### config.mk
export PLATFORM = sky130hd
export DESIGN_NAME = swbs_sequencer
export DESIGN_NICKNAME = d
export VERILOG_FILES = /design/src/rtl/swbs_pkg.sv /design/src/rtl/swbs_retention_ram.sv /design/src/rtl/swbs_sequencer.sv
export SDC_FILE = /design/constraint.sdc
export NUM_CORES = 1
export LEC_CHECK = 0
export BUFFER_PORTS_ARGS = -buffer_cell sky130_fd_sc_hd__buf_2
export CORE_MARGIN = 3
export CORE_UTILIZATION = 56
export DETAILED_ROUTE_END_ITERATION = 6
export GPL_ROUTABILITY_DRIVEN = 0
export GPL_TIMING_DRIVEN = 0
export PLACE_DENSITY = 0.77
export RECOVER_POWER = 100
export SLEW_MARGIN = 20
export SYNTH_ARGS = -nofsm -noshare
export SYNTH_HDL_FRONTEND = slang
export SYNTH_SLANG_ARGS = --single-unit
### constraint.sdc
create_clock -name clk -period 4.1 [get_ports clk]
set_input_delay 0.82 -clock clk [delete_from_list [all_inputs] [get_ports clk]]
set_output_delay 0.82 -clock clk [all_outputs]
set_load 0.02 [all_outputs]
### src/rtl/swbs_pkg.sv
// Shared constants and types for the standby, wake and boot sequencer
package swbs_pkg;
  // Clock and boot-copy timing
  localparam int CLK_HZ = 50_000_000;
  localparam int BOOT_FIXED_US = 2000;
  localparam int BOOT_PER_KB_US = 3600;
  localparam int BOOT_FIXED_CYC = BOOT_FIXED_US * (CLK_HZ / 1_000_000);
  localparam int BOOT_PER_KB_CYC = BOOT_PER_KB_US * (CLK_HZ / 1_000_000);
  // Memory sizes and pin count
  localparam int RAM_KB = 4;
  localparam int RET_BYTES = 8;
  localparam int RET_AW = 3;
  localparam int GPIO_N = 8;
  // Clock divider: powers of two up to 128
  localparam int DIV_W = 3;
  // Transmit warm-up counts, cycles
  localparam int XO_CAL_CYC = 64;
  localparam int LC_WARM_CYC = 16;
  localparam int DIV_WARM_CYC = 8;
  localparam int PA_WARM_CYC = 8;
  localparam int TUNE_CYC = 16;
  localparam int WARM_W = 8;
  localparam int BIT_W = 16;

  typedef enum logic [2:0] {
    SWBS_STANDBY, SWBS_BOOT, SWBS_RUN
  } swbs_state_e;

  typedef enum logic [2:0] {
    SWBS_TX_IDLE, SWBS_TX_XO, SWBS_TX_LC, SWBS_TX_DIV, SWBS_TX_PA,
    SWBS_TX_TUNE, SWBS_TX_SEND
  } swbs_tx_e;

  // Power enables driven out to analog blocks
  typedef struct packed {
    logic low_power_oscillator;
    logic crystal_reference_oscillator;
    logic carrier_oscillator;
    logic divider;
    logic power_amp;
    logic antenna_tune;
    logic core_domain;
  } swbs_pwr_s;

  // Retention memory access from the core
  typedef struct packed {
    logic we;
    logic [RET_AW-1:0] addr;
    logic [7:0] wdata;
  } swbs_ret_req_s;
endpackage : swbs_pkg

### src/rtl/swbs_retention_ram.sv
// Eight-byte retention memory kept alive through standby
`timescale 1ns/100ps
module swbs_retention_ram
  import swbs_pkg::*;
(
  // Clock
  input wire logic clk,
  // Access
  input wire logic en,
  input wire swbs_ret_req_s req,
  output logic [7:0] rdata
);
  logic [7:0] mem [RET_BYTES];

  // No reset on contents: data must survive every sequencer reset
  always_ff @(posedge clk) begin
    if (en && req.we) begin
      mem[req.addr] <= req.wdata;
    end
  end

  // Registered read port
  always_ff @(posedge clk) begin
    if (en) begin
      rdata <= mem[req.addr];
    end
  end
endmodule : swbs_retention_ram

### src/rtl/swbs_sequencer.sv
// Standby, wake, boot-copy and transmit power sequencer
`timescale 1ns/100ps
module swbs_sequencer
  import swbs_pkg::*;
(
  // Clock and power-on reset
  input wire logic clk,
  input wire logic rst,
  // Wake sources
  input wire logic [GPIO_N-1:0] gpio_in,
  input wire logic sleep_timer_expired,
  // Core requests
  input wire logic shutdown_req,
  input wire logic [DIV_W-1:0] clk_div_sel,
  input wire logic [2:0] image_kb,
  input wire logic [GPIO_N-1:0] periph_off,
  input wire logic xo_enable,
  // Transmit requests from the core
  input wire logic tx_start,
  input wire logic tx_valid,
  input wire logic tx_bit,
  input wire logic tx_last,
  input wire logic [BIT_W-1:0] bit_period,
  // Retention memory access
  input wire swbs_ret_req_s ret_req,
  output logic [7:0] ret_rdata,
  // Boot status and core control
  output logic core_rst,
  output logic boot_done,
  output logic boot_copy_active,
  output logic sys_clk_tick,
  output logic timer_tick,
  output logic [GPIO_N-1:0] periph_en,
  // Power enables
  output swbs_pwr_s pwr,
  // Serializer outputs
  output logic tx_ready,
  output logic tx_data,
  output logic tx_busy
);
  swbs_state_e state;
  swbs_tx_e tx_state;
  logic [GPIO_N-1:0] gpio_q;
  logic wake;
  logic [31:0] boot_cnt;
  logic [31:0] boot_len;
  logic [6:0] div_cnt;
  logic [6:0] div_max;
  logic [WARM_W-1:0] warm_cnt;
  logic [BIT_W-1:0] bit_cnt;
  logic bit_strobe;
  logic standby;
  logic [7:0] ret_q;

  // Falling edge on any pin, previous level kept in the flop
  assign wake = (|(gpio_q & ~gpio_in)) || sleep_timer_expired;
  assign standby = (state == SWBS_STANDBY);
  assign boot_len = BOOT_FIXED_CYC + 32'(image_kb) * BOOT_PER_KB_CYC;
  assign div_max = 7'((8'h01 << clk_div_sel) - 8'h01);
  assign bit_strobe = (bit_cnt == '0);

  // Pin history; idle pins are pulled high
  always_ff @(posedge clk or posedge rst) begin
    if (rst) begin
      gpio_q <= '1;
    end else begin
      gpio_q <= gpio_in;
    end
  end

  // Top-level power state; reset lands in standby, nothing runs
  always_ff @(posedge clk or posedge rst) begin
    if (rst) begin
      state <= SWBS_STANDBY;
    end else begin
      case (state)
        SWBS_STANDBY: begin
          if (wake) begin
            state <= SWBS_BOOT;
          end
        end
        SWBS_BOOT: begin
          if (boot_cnt == boot_len - 32'h1) begin
            state <= SWBS_RUN;
          end
        end
        SWBS_RUN: begin
          if (shutdown_req && tx_state == SWBS_TX_IDLE) begin
            state <= SWBS_STANDBY;
          end
        end
        default: begin
          state <= SWBS_STANDBY;
        end
      endcase
    end
  end

  // Boot copy timer, restarted on every wake
  always_ff @(posedge clk or posedge rst) begin
    if (rst) begin
      boot_cnt <= '0;
    end else if (state == SWBS_BOOT) begin
      boot_cnt <= boot_cnt + 32'h1;
    end else begin
      boot_cnt <= '0;
    end
  end

  // Core reset and done flag move together so no run before copy ends
  always_ff @(posedge clk or posedge rst) begin
    if (rst) begin
      core_rst <= 1'b1;
      boot_done <= 1'b0;
      boot_copy_active <= 1'b0;
    end else begin
      core_rst <= (state == SWBS_BOOT && boot_cnt != boot_len - 32'h1)
        || (state == SWBS_STANDBY)
        || (state == SWBS_RUN && shutdown_req
            && tx_state == SWBS_TX_IDLE);
      boot_done <= (state == SWBS_BOOT && boot_cnt == boot_len - 32'h1)
        || (state == SWBS_RUN
            && !(shutdown_req && tx_state == SWBS_TX_IDLE));
      boot_copy_active <= (state == SWBS_STANDBY && wake)
        || (state == SWBS_BOOT && boot_cnt != boot_len - 32'h1);
    end
  end

  // System clock divider; stopped with the oscillator in standby
  always_ff @(posedge clk or posedge rst) begin
    if (rst) begin
      div_cnt <= '0;
      sys_clk_tick <= 1'b0;
      timer_tick <= 1'b0;
    end else if (standby) begin
      div_cnt <= '0;
      sys_clk_tick <= 1'b0;
      timer_tick <= 1'b0;
    end else begin
      div_cnt <= (div_cnt >= div_max) ? 7'h00 : div_cnt + 7'h01;
      sys_clk_tick <= (div_cnt >= div_max);
      timer_tick <= 1'b1;
    end
  end

  // Peripheral enables under software control, all off in standby
  always_ff @(posedge clk or posedge rst) begin
    if (rst) begin
      periph_en <= '0;
    end else begin
      periph_en <= standby ? '0 : ~periph_off;
    end
  end

  // Transmit power scheduling: crystal trim, warm-ups, tune, send
  always_ff @(posedge clk or posedge rst) begin
    if (rst) begin
      tx_state <= SWBS_TX_IDLE;
      warm_cnt <= '0;
    end else begin
      warm_cnt <= warm_cnt + 8'h01;
      case (tx_state)
        SWBS_TX_IDLE: begin
          warm_cnt <= '0;
          // A start that meets a shutdown is dropped, never run in standby
          if (tx_start && state == SWBS_RUN && !shutdown_req) begin
            tx_state <= xo_enable ? SWBS_TX_XO : SWBS_TX_LC;
          end
        end
        SWBS_TX_XO: begin
          if (warm_cnt == 8'(XO_CAL_CYC - 1)) begin
            tx_state <= SWBS_TX_LC;
            warm_cnt <= '0;
          end
        end
        SWBS_TX_LC: begin
          if (warm_cnt == 8'(LC_WARM_CYC - 1)) begin
            tx_state <= SWBS_TX_DIV;
            warm_cnt <= '0;
          end
        end
        SWBS_TX_DIV: begin
          if (warm_cnt == 8'(DIV_WARM_CYC - 1)) begin
            tx_state <= SWBS_TX_PA;
            warm_cnt <= '0;
          end
        end
        SWBS_TX_PA: begin
          if (warm_cnt == 8'(PA_WARM_CYC - 1)) begin
            tx_state <= SWBS_TX_TUNE;
            warm_cnt <= '0;
          end
        end
        SWBS_TX_TUNE: begin
          if (warm_cnt == 8'(TUNE_CYC - 1)) begin
            tx_state <= SWBS_TX_SEND;
          end
        end
        SWBS_TX_SEND: begin
          if (bit_strobe && tx_valid && tx_last) begin
            tx_state <= SWBS_TX_IDLE;
          end
        end
        default: begin
          tx_state <= SWBS_TX_IDLE;
        end
      endcase
    end
  end

  // Bit pacing; each bit but the final one is held a full period, last value kept if starved
  always_ff @(posedge clk or posedge rst) begin
    if (rst) begin
      bit_cnt <= '0;
      tx_data <= 1'b0;
      tx_ready <= 1'b0;
    end else if (tx_state == SWBS_TX_SEND) begin
      bit_cnt <= bit_strobe ? bit_period : bit_cnt - 16'h0001;
      tx_ready <= ((bit_cnt == 16'h0001) || (bit_period == '0))
        && !(bit_strobe && tx_valid && tx_last);
      if (bit_strobe && tx_valid) begin
        tx_data <= tx_bit;
      end
    end else begin
      bit_cnt <= '0;
      // Raised as send opens, so the first bit is offered like the rest
      tx_ready <= (tx_state == SWBS_TX_TUNE)
        && (warm_cnt == 8'(TUNE_CYC - 1));
      tx_data <= 1'b0;
    end
  end

  // Power enables; oscillator off only in standby
  always_ff @(posedge clk or posedge rst) begin
    if (rst) begin
      pwr <= '0;
      tx_busy <= 1'b0;
    end else begin
      pwr.low_power_oscillator <= !standby || wake;
      pwr.core_domain <= !standby || wake;
      pwr.crystal_reference_oscillator <= (tx_state == SWBS_TX_XO);
      pwr.carrier_oscillator <= (tx_state != SWBS_TX_IDLE)
        && (tx_state != SWBS_TX_XO);
      pwr.divider <= (tx_state == SWBS_TX_DIV) || (tx_state == SWBS_TX_PA)
        || (tx_state == SWBS_TX_TUNE) || (tx_state == SWBS_TX_SEND);
      pwr.power_amp <= (tx_state == SWBS_TX_PA)
        || (tx_state == SWBS_TX_TUNE) || (tx_state == SWBS_TX_SEND);
      pwr.antenna_tune <= (tx_state == SWBS_TX_TUNE);
      tx_busy <= (tx_state != SWBS_TX_IDLE);
    end
  end

  // Retention memory is always powered and never reset
  swbs_retention_ram u_ret (
    .clk(clk),
    .en(1'b1),
    .req(ret_req),
    .rdata(ret_q)
  );

  // Output register for read data
  always_ff @(posedge clk or posedge rst) begin
    if (rst) begin
      ret_rdata <= '0;
    end else begin
      ret_rdata <= ret_q;
    end
  end
endmodule : swbs_sequencer

==> results summary, run 1 <==
The run finished, with violations left. The final reports fail on capacitance limit, slew limit. The area taken by flip-flops and latches came out at 0.004746 mm2. In this run the static leakage power is 4.037 nW.

The total number of placement rows is 43. The residual DRC count is 0. The critical path data required time is 4.43 ns. Entering global routing, the biggest net connects 85 pins.

The post-detailed-route wirelength per cell came out at 17.03 um. The sequential share of the synthesized area is 56.98%. Setup repair after global routing left no endpoint under its margin. In the finished design, the share of the clock period the worst path needs comes to 95.54%. The total iterations of the first detailed-routing run came out at 5. The worst hold path belongs to the class flip-flop to flip-flop. The boundary pin count came out at 90. The number of synthesized flops with an enable pin came out at 64. The number of buffers created by CTS is 17.

The endpoint arrival time on the critical path is 4.24 ns. For this block, the routed nets add up to 17.05 mm of wire. Based on the critical path, the design can be clocked at up to 0.2553 GHz. The startpoint kind of the worst setup timing path is a primary input. The worst register-to-register path ends at tx_state[1].

TritonCTS built the clock tree. The reg-to-reg critical path startpoint is bit_cnt[10]. The remaining antenna violation count came out at 0. Counting flops with an async set or reset pin after synthesis yields a share of 59.55%. The quantity of hold-fixing buffers added after cts is 0. The average cell area after synthesis is 11.90 um2. The post-cts gate resize count is 0. The count of filler cells inserted in the layout came out at 1074. The max-slew headroom at the worst pin came out at -32.92%. The vertical die dimension came out at 128.0 um. The routed layout has 5734 vias. The combined area of the multi-input logic cells came out at 0.003354 mm2. The worst-case setup slack after placement is -0.3502 ns. The max-capacitance violation count came out at 1. The total power after layout is 0.004334 W. Tracing the worst setup path back leads to its startpoint at image_kb[0]. The most critical setup path has its endpoint at boot_copy_active. The all-layer global routing usage is 21.87%.

The final layout contains 893 nets. The most instantiated flip-flop cell in the synthesis netlist is dfrtp_1. The worst-case clock buffer depth is 2.

The via count of the first global-routing pass is 5791. Once detailed placement completed, the half-perimeter wirelength came to 12.11 mm. The global-route wire length before repair is 28.41 mm. The total clock sinks came out at 178.

Dividing total power by cell area gives a power density of 454.1 mW/mm2. From synthesis to final layout, the design area changed by 14.57%. The maximum fanout encountered on the critical timing path is 5. Clock-pin slew was measured on the worst setup and hold paths at 0.07 ns. In the synthesized netlist, the number of instances is 700. After global routing the overflow that remains totals 0. Counting I/O delays and the setup requirement, the final critical path takes 3.917 ns. The final-report setup violation count is 0. At the later pin of the worst-skew pair, clock insertion delay measures 0.43 ns. Synthesis produced a netlist with a net count of 785. In this run the most critical hold path is launched from u_ret.rdata[5]. The pin slew with the least headroom to its limit is 1.994 ns. The Yosys step of the flow raised 0 warnings. The initial antenna violation count is 0. The cell depth of the worst flop-to-flop path is 8. The post-synthesis register bit count is 178. The max-slew violation total from the final report came to 85. The maximum resistive drop on vdd is 0.4495 mV. The count of port buffers added during placement came out at 88.

The post-detailed-route via-to-cell ratio is 5.728. At the end of the flow the core is filled with cells to 67.19%. The critical path in this run is classified as primary input to flip-flop. The share of post-route cells with drive strength above 1 is 14.49%. Summing every instance area after synthesis gives 0.008329 mm2. The clock skew after layout is 0.006136 ns.

The kind of end point of the critical path is a flip-flop. The standard cell core area came out at 0.01420 mm2. The final count of hold timing violations is 0.

The number of different library cells used by synthesis comes to 69. The clock root buffer is clkbuf_16. The horizontal die dimension came out at 128.0 um. The number of H-tree levels came out at 4. The initial cell density of the core is 58.64%. The worst path meets setup with 0.1827 ns of slack. The post-CTS repair timing setup buffer count is 0. The number of inserted diodes came out at 0. The instance count along the most critical hold path is 0. The minimum setup slack among reg-to-reg paths is 1.15 ns. The floorplan step defined a die boundary enclosing 0.01637 mm2. For the final routed database, the setup TNS stands at 0 ns.

The count of routing violations after the opening detailed-route iteration came out at 345.
-- kinds of logic after synthesis --
logic type | Yosys count | share of synthesized area, %
multiplexers | 25 | 5.528
buffers and inverters | 53 | 2.629
flip-flops | 178 | 56.98
adder cells (fa/ha/maj) | 26 | 4.266
AND/OR/NAND/NOR | 258 | 15.47
XOR/XNOR | 69 | 7.511
AO/OA/AOI/OAI | 91 | 7.616
-- flip-flops by register name, indices dropped and copies added, names as in the netlist --
signal	count
u_ret.mem	64
boot_cnt	32
bit_cnt	16
gpio_q	8
periph_en	8
ret_rdata	8
u_ret.rdata	8
warm_cnt	8
div_cnt	7
pwr	6
tx_state	3
state	2
boot_copy_active	1
boot_done	1
core_rst	1
sys_clk_tick	1
timer_tick	1
tx_busy	1
tx_data	1
tx_ready	1
-- final cells by class --
cell class                      instances  area share, %
Multi-Input combinational cell        469          35.15
Tap cell                              180          2.360
Buffer                                 24          1.154
Inverter                               29          1.154
Timing Repair Buffer                   89          4.025
Clock inverter                         14          1.822
Sequential cell                       178          49.73
Clock buffer                           18          4.602
-- metrics by stage --
step | std cells | cell area, um2 | hold slack, ns
2_1_floorplan | 700 | 8329 | 0.3163
3_3_place_gp | 968 | 8995 | 0.3184
3_5_place_dp | 969 | 9037 | 0.3195
4_1_cts | 1001 | 9651 | 0.3232
5_1_grt | 1001 | 9543 | 0.3320
6_report | 1001 | 9543 | 0.3290
-- cells in the final DEF, fill, tap and decap left out, drive strengths merged, types with 8 or more instances in the layout --
cell / instances
nand2b: 8
a21o: 8
dfxtp: 8
nand2: 40
ha: 22
edfxtp: 64
dfrtp: 97
or3: 9
nor3: 22
nor2: 92
buf: 44
inv: 39
dfstp: 9
nand3: 22
xor2: 31
xnor2: 37
mux4: 16
o21ai: 14
clkbuf: 87
nand4: 11
a21oi: 17
nor4: 8
a211oi: 18
and2: 8
mux2: 8
and3: 13
-- routing by layer --
metal / wire length (um) / vias up / GRT usage (%) / share of wire [%]
met5: 0 / - / 0 / 0
met4: 229 / 0 / 6.492 / 1.3
met3: 835 / 22 / 4.833 / 4.9
met1: 7211 / 2835 / 28.77 / 42
met2: 8772 / 147 / 36.75 / 51
li1: - / 2730 / - / -
-- how the worst min path moves through the flow --
stage / slack, ns / to
6_report: 0.33 / ret_rdata[5]
5_1_grt: 0.33 / ret_rdata[5]
4_1_cts: 0.32 / ret_rdata[3]
3_5_place_dp: 0.32 / ret_rdata[6]
3_3_place_gp: 0.32 / ret_rdata[1]
2_1_floorplan: 0.32 / ret_rdata[0]
-- cells in the mapped netlist, types with 13 or more instances --
| library cell | count | share of area [%] |
|---|---|---|
| nand3_1 | 22 | 1.3 |
| nand2_1 | 40 | 1.8 |
| xor2_1 | 30 | 3.2 |
| a211oi_1 | 18 | 1.6 |
| edfxtp_1 | 64 | 23 |
| and3_1 | 13 | 0.98 |
| mux4_2 | 16 | 4.3 |
| nor3_1 | 19 | 1.1 |
| inv_1 | 29 | 1.3 |
| nor2_1 | 92 | 4.1 |
| a21oi_1 | 17 | 1.0 |
| xnor2_1 | 37 | 3.9 |
| clkbuf_1 | 18 | 0.81 |
| ha_1 | 22 | 3.3 |
| dfrtp_1 | 97 | 29 |
-- power by group --
group / switching, W / internal [W] / total (W)
Clock: 0.000756 / 0.000900 / 0.00166
Sequential: 0.0000810 / 0.00196 / 0.00204
Combinational: 0.000353 / 0.000281 / 0.000634
Total: 0.00119 / 0.00314 / 0.00433
-- critical path, stage by stage --
cell and delay [ns]:
buf_2 0.16, fa_2 0.63, ha_1 0.22, inv_1 0.07, fa_1 0.43, xor2_1 0.22
or4b_4 0.52, o21ai_2 0.09, o21ai_1 0.13, a21o_1 0.21, and3_1 0.19, o2111a_2 0.29
a211oi_1 0.27
No activity file was read; power rests on OpenSTA's default activity.
==> inputs of run 2 (changes only) <==
- ABC_AREA: unset -> 1
- CORE_UTILIZATION: 56 -> 55
- PLACE_DENSITY: 0.77 -> 0.75
==> run 2 against run 1 <==
Against the previous run: the run still ends with capacitance limit, slew limit left; cell count is 31% higher; sequential power hardly changed; final area is 4.2% higher; routed wire length grew 11%; utilization fell by 3.0 points; critical path depth grew 5; die area up 7.6%; count of clock-buffer cells in the layout rose by 4; flip-flop and latch count stayed put; setup slack better by 0.47 ns; clock power down 10%; non-clock buffer count fell by 7.
==> results summary, run 2 <==
STA classifies the critical path endpoint as a flip-flop. The post-detailed-route via-to-cell ratio came out at 5.277. The clock latency on the worst-skew pair is 0.43 ns.

The horizontal die dimension is 132.8 um. In this run the worst path has a maximum fanout of 5. The number of buffers created by CTS is 17.

The clock root buffer is clkbuf_16. The library cell used most frequently in the layout, excluding fill and tap cells, is nor2_1. The minimum setup slack among reg-to-reg paths is 1.62 ns.

The async set or reset register ratio after synthesis is 59.55%. The cell depth of the worst flop-to-flop path is 11. More flip-flops sit in one register than any other, and that register is u_ret.mem. Setup repair after global routing left no endpoint under its margin. The share of the Yosys chip area taken by registers is 53.71%. The startpoint kind of the worst setup timing path is a primary input. The pin slew with the least headroom to its limit is 2.399 ns.

The number of different library cells used by synthesis comes to 57. Once the floorplan was initialized, standard cells occupied 57.07% of the core. Dividing the detail-routed wire length by the instance count gives 14.38 um. Summing every instance area after synthesis gives 0.008836 mm2.

The standard cell core area came out at 0.01548 mm2. The global-route wire length before repair came out at 31.72 mm. The yosys synthesis warning count is 0. The remaining antenna violation count came out at 0. The leakage dissipation is 4.503 nW. The total vias in the final route came out at 6944.

In the final layout, the share of cells above drive strength 1 is 10.50%. The average cell area after synthesis is 8.989 um2. The worst register-to-register path begins at boot_cnt[0]. The endpoint identified for the worst register-to-register timing path is boot_cnt[26]. The instance count along the most critical hold path came out at 0. For this run, design rule violations remaining after detail routing come to 0. The worst hold path begins at u_ret.rdata[1]. CTS built an H-tree with a depth of 4. The initial antenna violation count came out at 0. The setup path with the least slack is of type primary input to flip-flop. The count of buffers added on input and output ports is 89.

The post-CTS repair timing setup buffer count came out at 0. The max-capacitance violation count is 1. The endpoint arrival time on the critical path is 3.76 ns. The initialized floorplan defines 45 standard-cell rows.

For this run, the leading register cell type out of synthesis is dfrtp_1. The final count of hold timing violations is 0. Setup violations remaining at the end of the flow were counted as 0. The synthesis-to-layout area growth came out at 12.50%.

The cell taking the most area after synthesis is dfrtp_1. By count the netlist is led by nand2_1, nor2_1, inv_1. In this run, placement finished with an instance count of 1284. The all-layer global routing usage came out at 22.26%. The boundary pin count came out at 90. The post-synthesis register bit count is 178. For the worst setup path, the data required time is 4.41 ns. The quantity of hold-fixing buffers added after cts came out at 0.

The design draws 0.004140 W. The clock slew seen by the registers of the worst setup and hold paths came out at 0.06 ns. In this run the power density over the cells is 416.5 mW/mm2.

The final wirelength came out at 18.93 mm. The die covers 0.01762 mm2. The total iterations of the first detailed-routing run came out at 5. Setup total negative slack on the finished layout was measured at 0 ns. The max-slew violation total from the final report is 58. The clock period could shrink to 3.447 ns.

The vertical die dimension came out at 132.8 um. Synthesis produced a netlist with a net count of 1068. The count of cells in the finished layout, fillers not included, comes to 1316.

The run finished, with violations left. The clock tree from TritonCTS is built. The worst-case clock buffer depth came out at 2. The total clock sinks came out at 178.

The worst path meets setup with 0.6532 ns of slack. The register with the most flip-flops in the layout has 64 of them. The number of antenna diodes in the final layout is 0. The number of nets in the final layout came out at 1177. Measured against its own limit, the worst slew margin works out to -60.78%. The total congestion overflow came out at 0.

The number of synthesized flops with an enable pin came out at 64. Sorting the synthesized cells by area gives the leading types as dfrtp_1, edfxtp_1, nand2_1, nor2_1, inv_1. The via count of the first global-routing pass is 6620. The maximum clock rate came out at 0.2901 GHz. After legalization and detailed placement, the total HPWL measured 13.64 mm. The pin count of the biggest net entering global routing came out at 58. The instance count of the mapped netlist came out at 983. The worst-case IR drop observed on VDD is 0.3773 mV.

For this block, the initial DRC count from the detailed router was 480. The path with the worst hold slack has its endpoint at ret_rdata[1]. The worst-case setup slack after placement came out at 0.2830 ns.

The final critical path takes up 84.07% of the cycle. The largest registers in the layout are u_ret.mem: 64 flops, boot_cnt: 32 flops, bit_cnt: 16 flops. Summed over its instances, the top area cell type makes up 27.47% of the synthesized netlist area.

The clock skew after layout is 0.01348 ns. The post-cts gate resize count came out at 0. The library cells used most frequently in the layout, excluding fill and tap cells, are nor2_1, nand2_1, inv_1. The checks that failed: capacitance limit, slew limit.

The worst hold path belongs to the class flip-flop to flip-flop.
run 2: changes by cell type in the layout (fill, tap and decap cells not counted), moves of 9 or more:
cell	previous run	this run
nand2_1	40	169
inv_1	28	112
nor2_1	92	173
o21ai_0	11	65
xnor2_1	37	5
a21oi_1	17	39
nand3_1	22	44
mux4_2	16	0
xor2_1	31	15
a211oi_1	17	3
and3_1	13	1
nand4_1	11	21
clkinv_1	0	9
or3_1	9	0
run 2: where the power goes:
group	switching [W]	leakage, nW	total [W]	internal, W
logic	0.000401	2.25	0.000620	0.000219
clock network	0.000673	0.263	0.00149	0.000814
registers	0.0000768	2.00	0.00203	0.00196
run 2: worst max-delay path by stage:
stage | slack, ns | from | end
after CTS | 0.73 | image_kb[1] | boot_copy_active
after global placement | -0.70 | rst | ret_rdata[0]
after floorplan | 0.51 | rst | bit_cnt[0]
after detailed placement | 0.28 | image_kb[1] | boot_copy_active
final | 0.65 | image_kb[0] | boot_copy_active
after global routing | 0.27 | image_kb[0] | boot_copy_active
run 2: layout make-up:
class	count	area, um2
inverters	126	474.2
flip-flops and latches	178	4746
well taps	211	264.0
multi-input cells	663	3452
plain buffers	16	73.82
repair buffers	90	390.4
clock inverters	10	76.32
clock buffers	22	464.2
fillers	1335	5543
run 2: kinds of logic after synthesis:
| kind of cell | count (synthesis) | share of synthesized area [%] |
|---|---|---|
| adders and majority gates | 26 | 4.022 |
| AOI/OAI and AO/OA | 143 | 9.346 |
| and+or+nand+nor | 473 | 24.43 |
| DFF | 178 | 53.71 |
| buffers and inverters | 142 | 6.202 |
| xor gates and xnor gates | 21 | 2.294 |
run 2: stage by stage:
step | hold WS, ns | instance area, um2 | util, %
CTS | 0.3299 | 10120 | 65.35
finish | 0.3294 | 9941 | 64.20
global placement | 0.3206 | 9545 | 61.65
floorplan | 0.3163 | 8836 | -
detailed placement | 0.3209 | 9578 | 61.86
global route | 0.3335 | 9941 | 64.20
run 2: routing by layer:
| metal | GRT usage (%) | vias up | share of wire [%] |
|---|---|---|---|
| li1 | - | 3486 | - |
| met1 | 30.07 | 3232 | 44 |
| met2 | 36.90 | 208 | 49 |
| met3 | 4.487 | 18 | 5.7 |
| met4 | 6.351 | 0 | 1.2 |
| met5 | 0 | - | 0 |
run 2: critical path, cell delays in order:
cell	delay, ns
clkbuf_1	0.16
fa_1	0.65
ha_1	0.27
inv_1	0.10
fa_1	0.41
inv_1	0.12
nand2_1	0.06
nand2_1	0.15
xor2_1	0.21
nor2_1	0.06
nor2_1	0.10
nand2_1	0.06
nor2_1	0.12
nand3_1	0.08
nor2_1	0.13
nand3_1	0.08
nand2_1	0.10
nand2_1	0.08
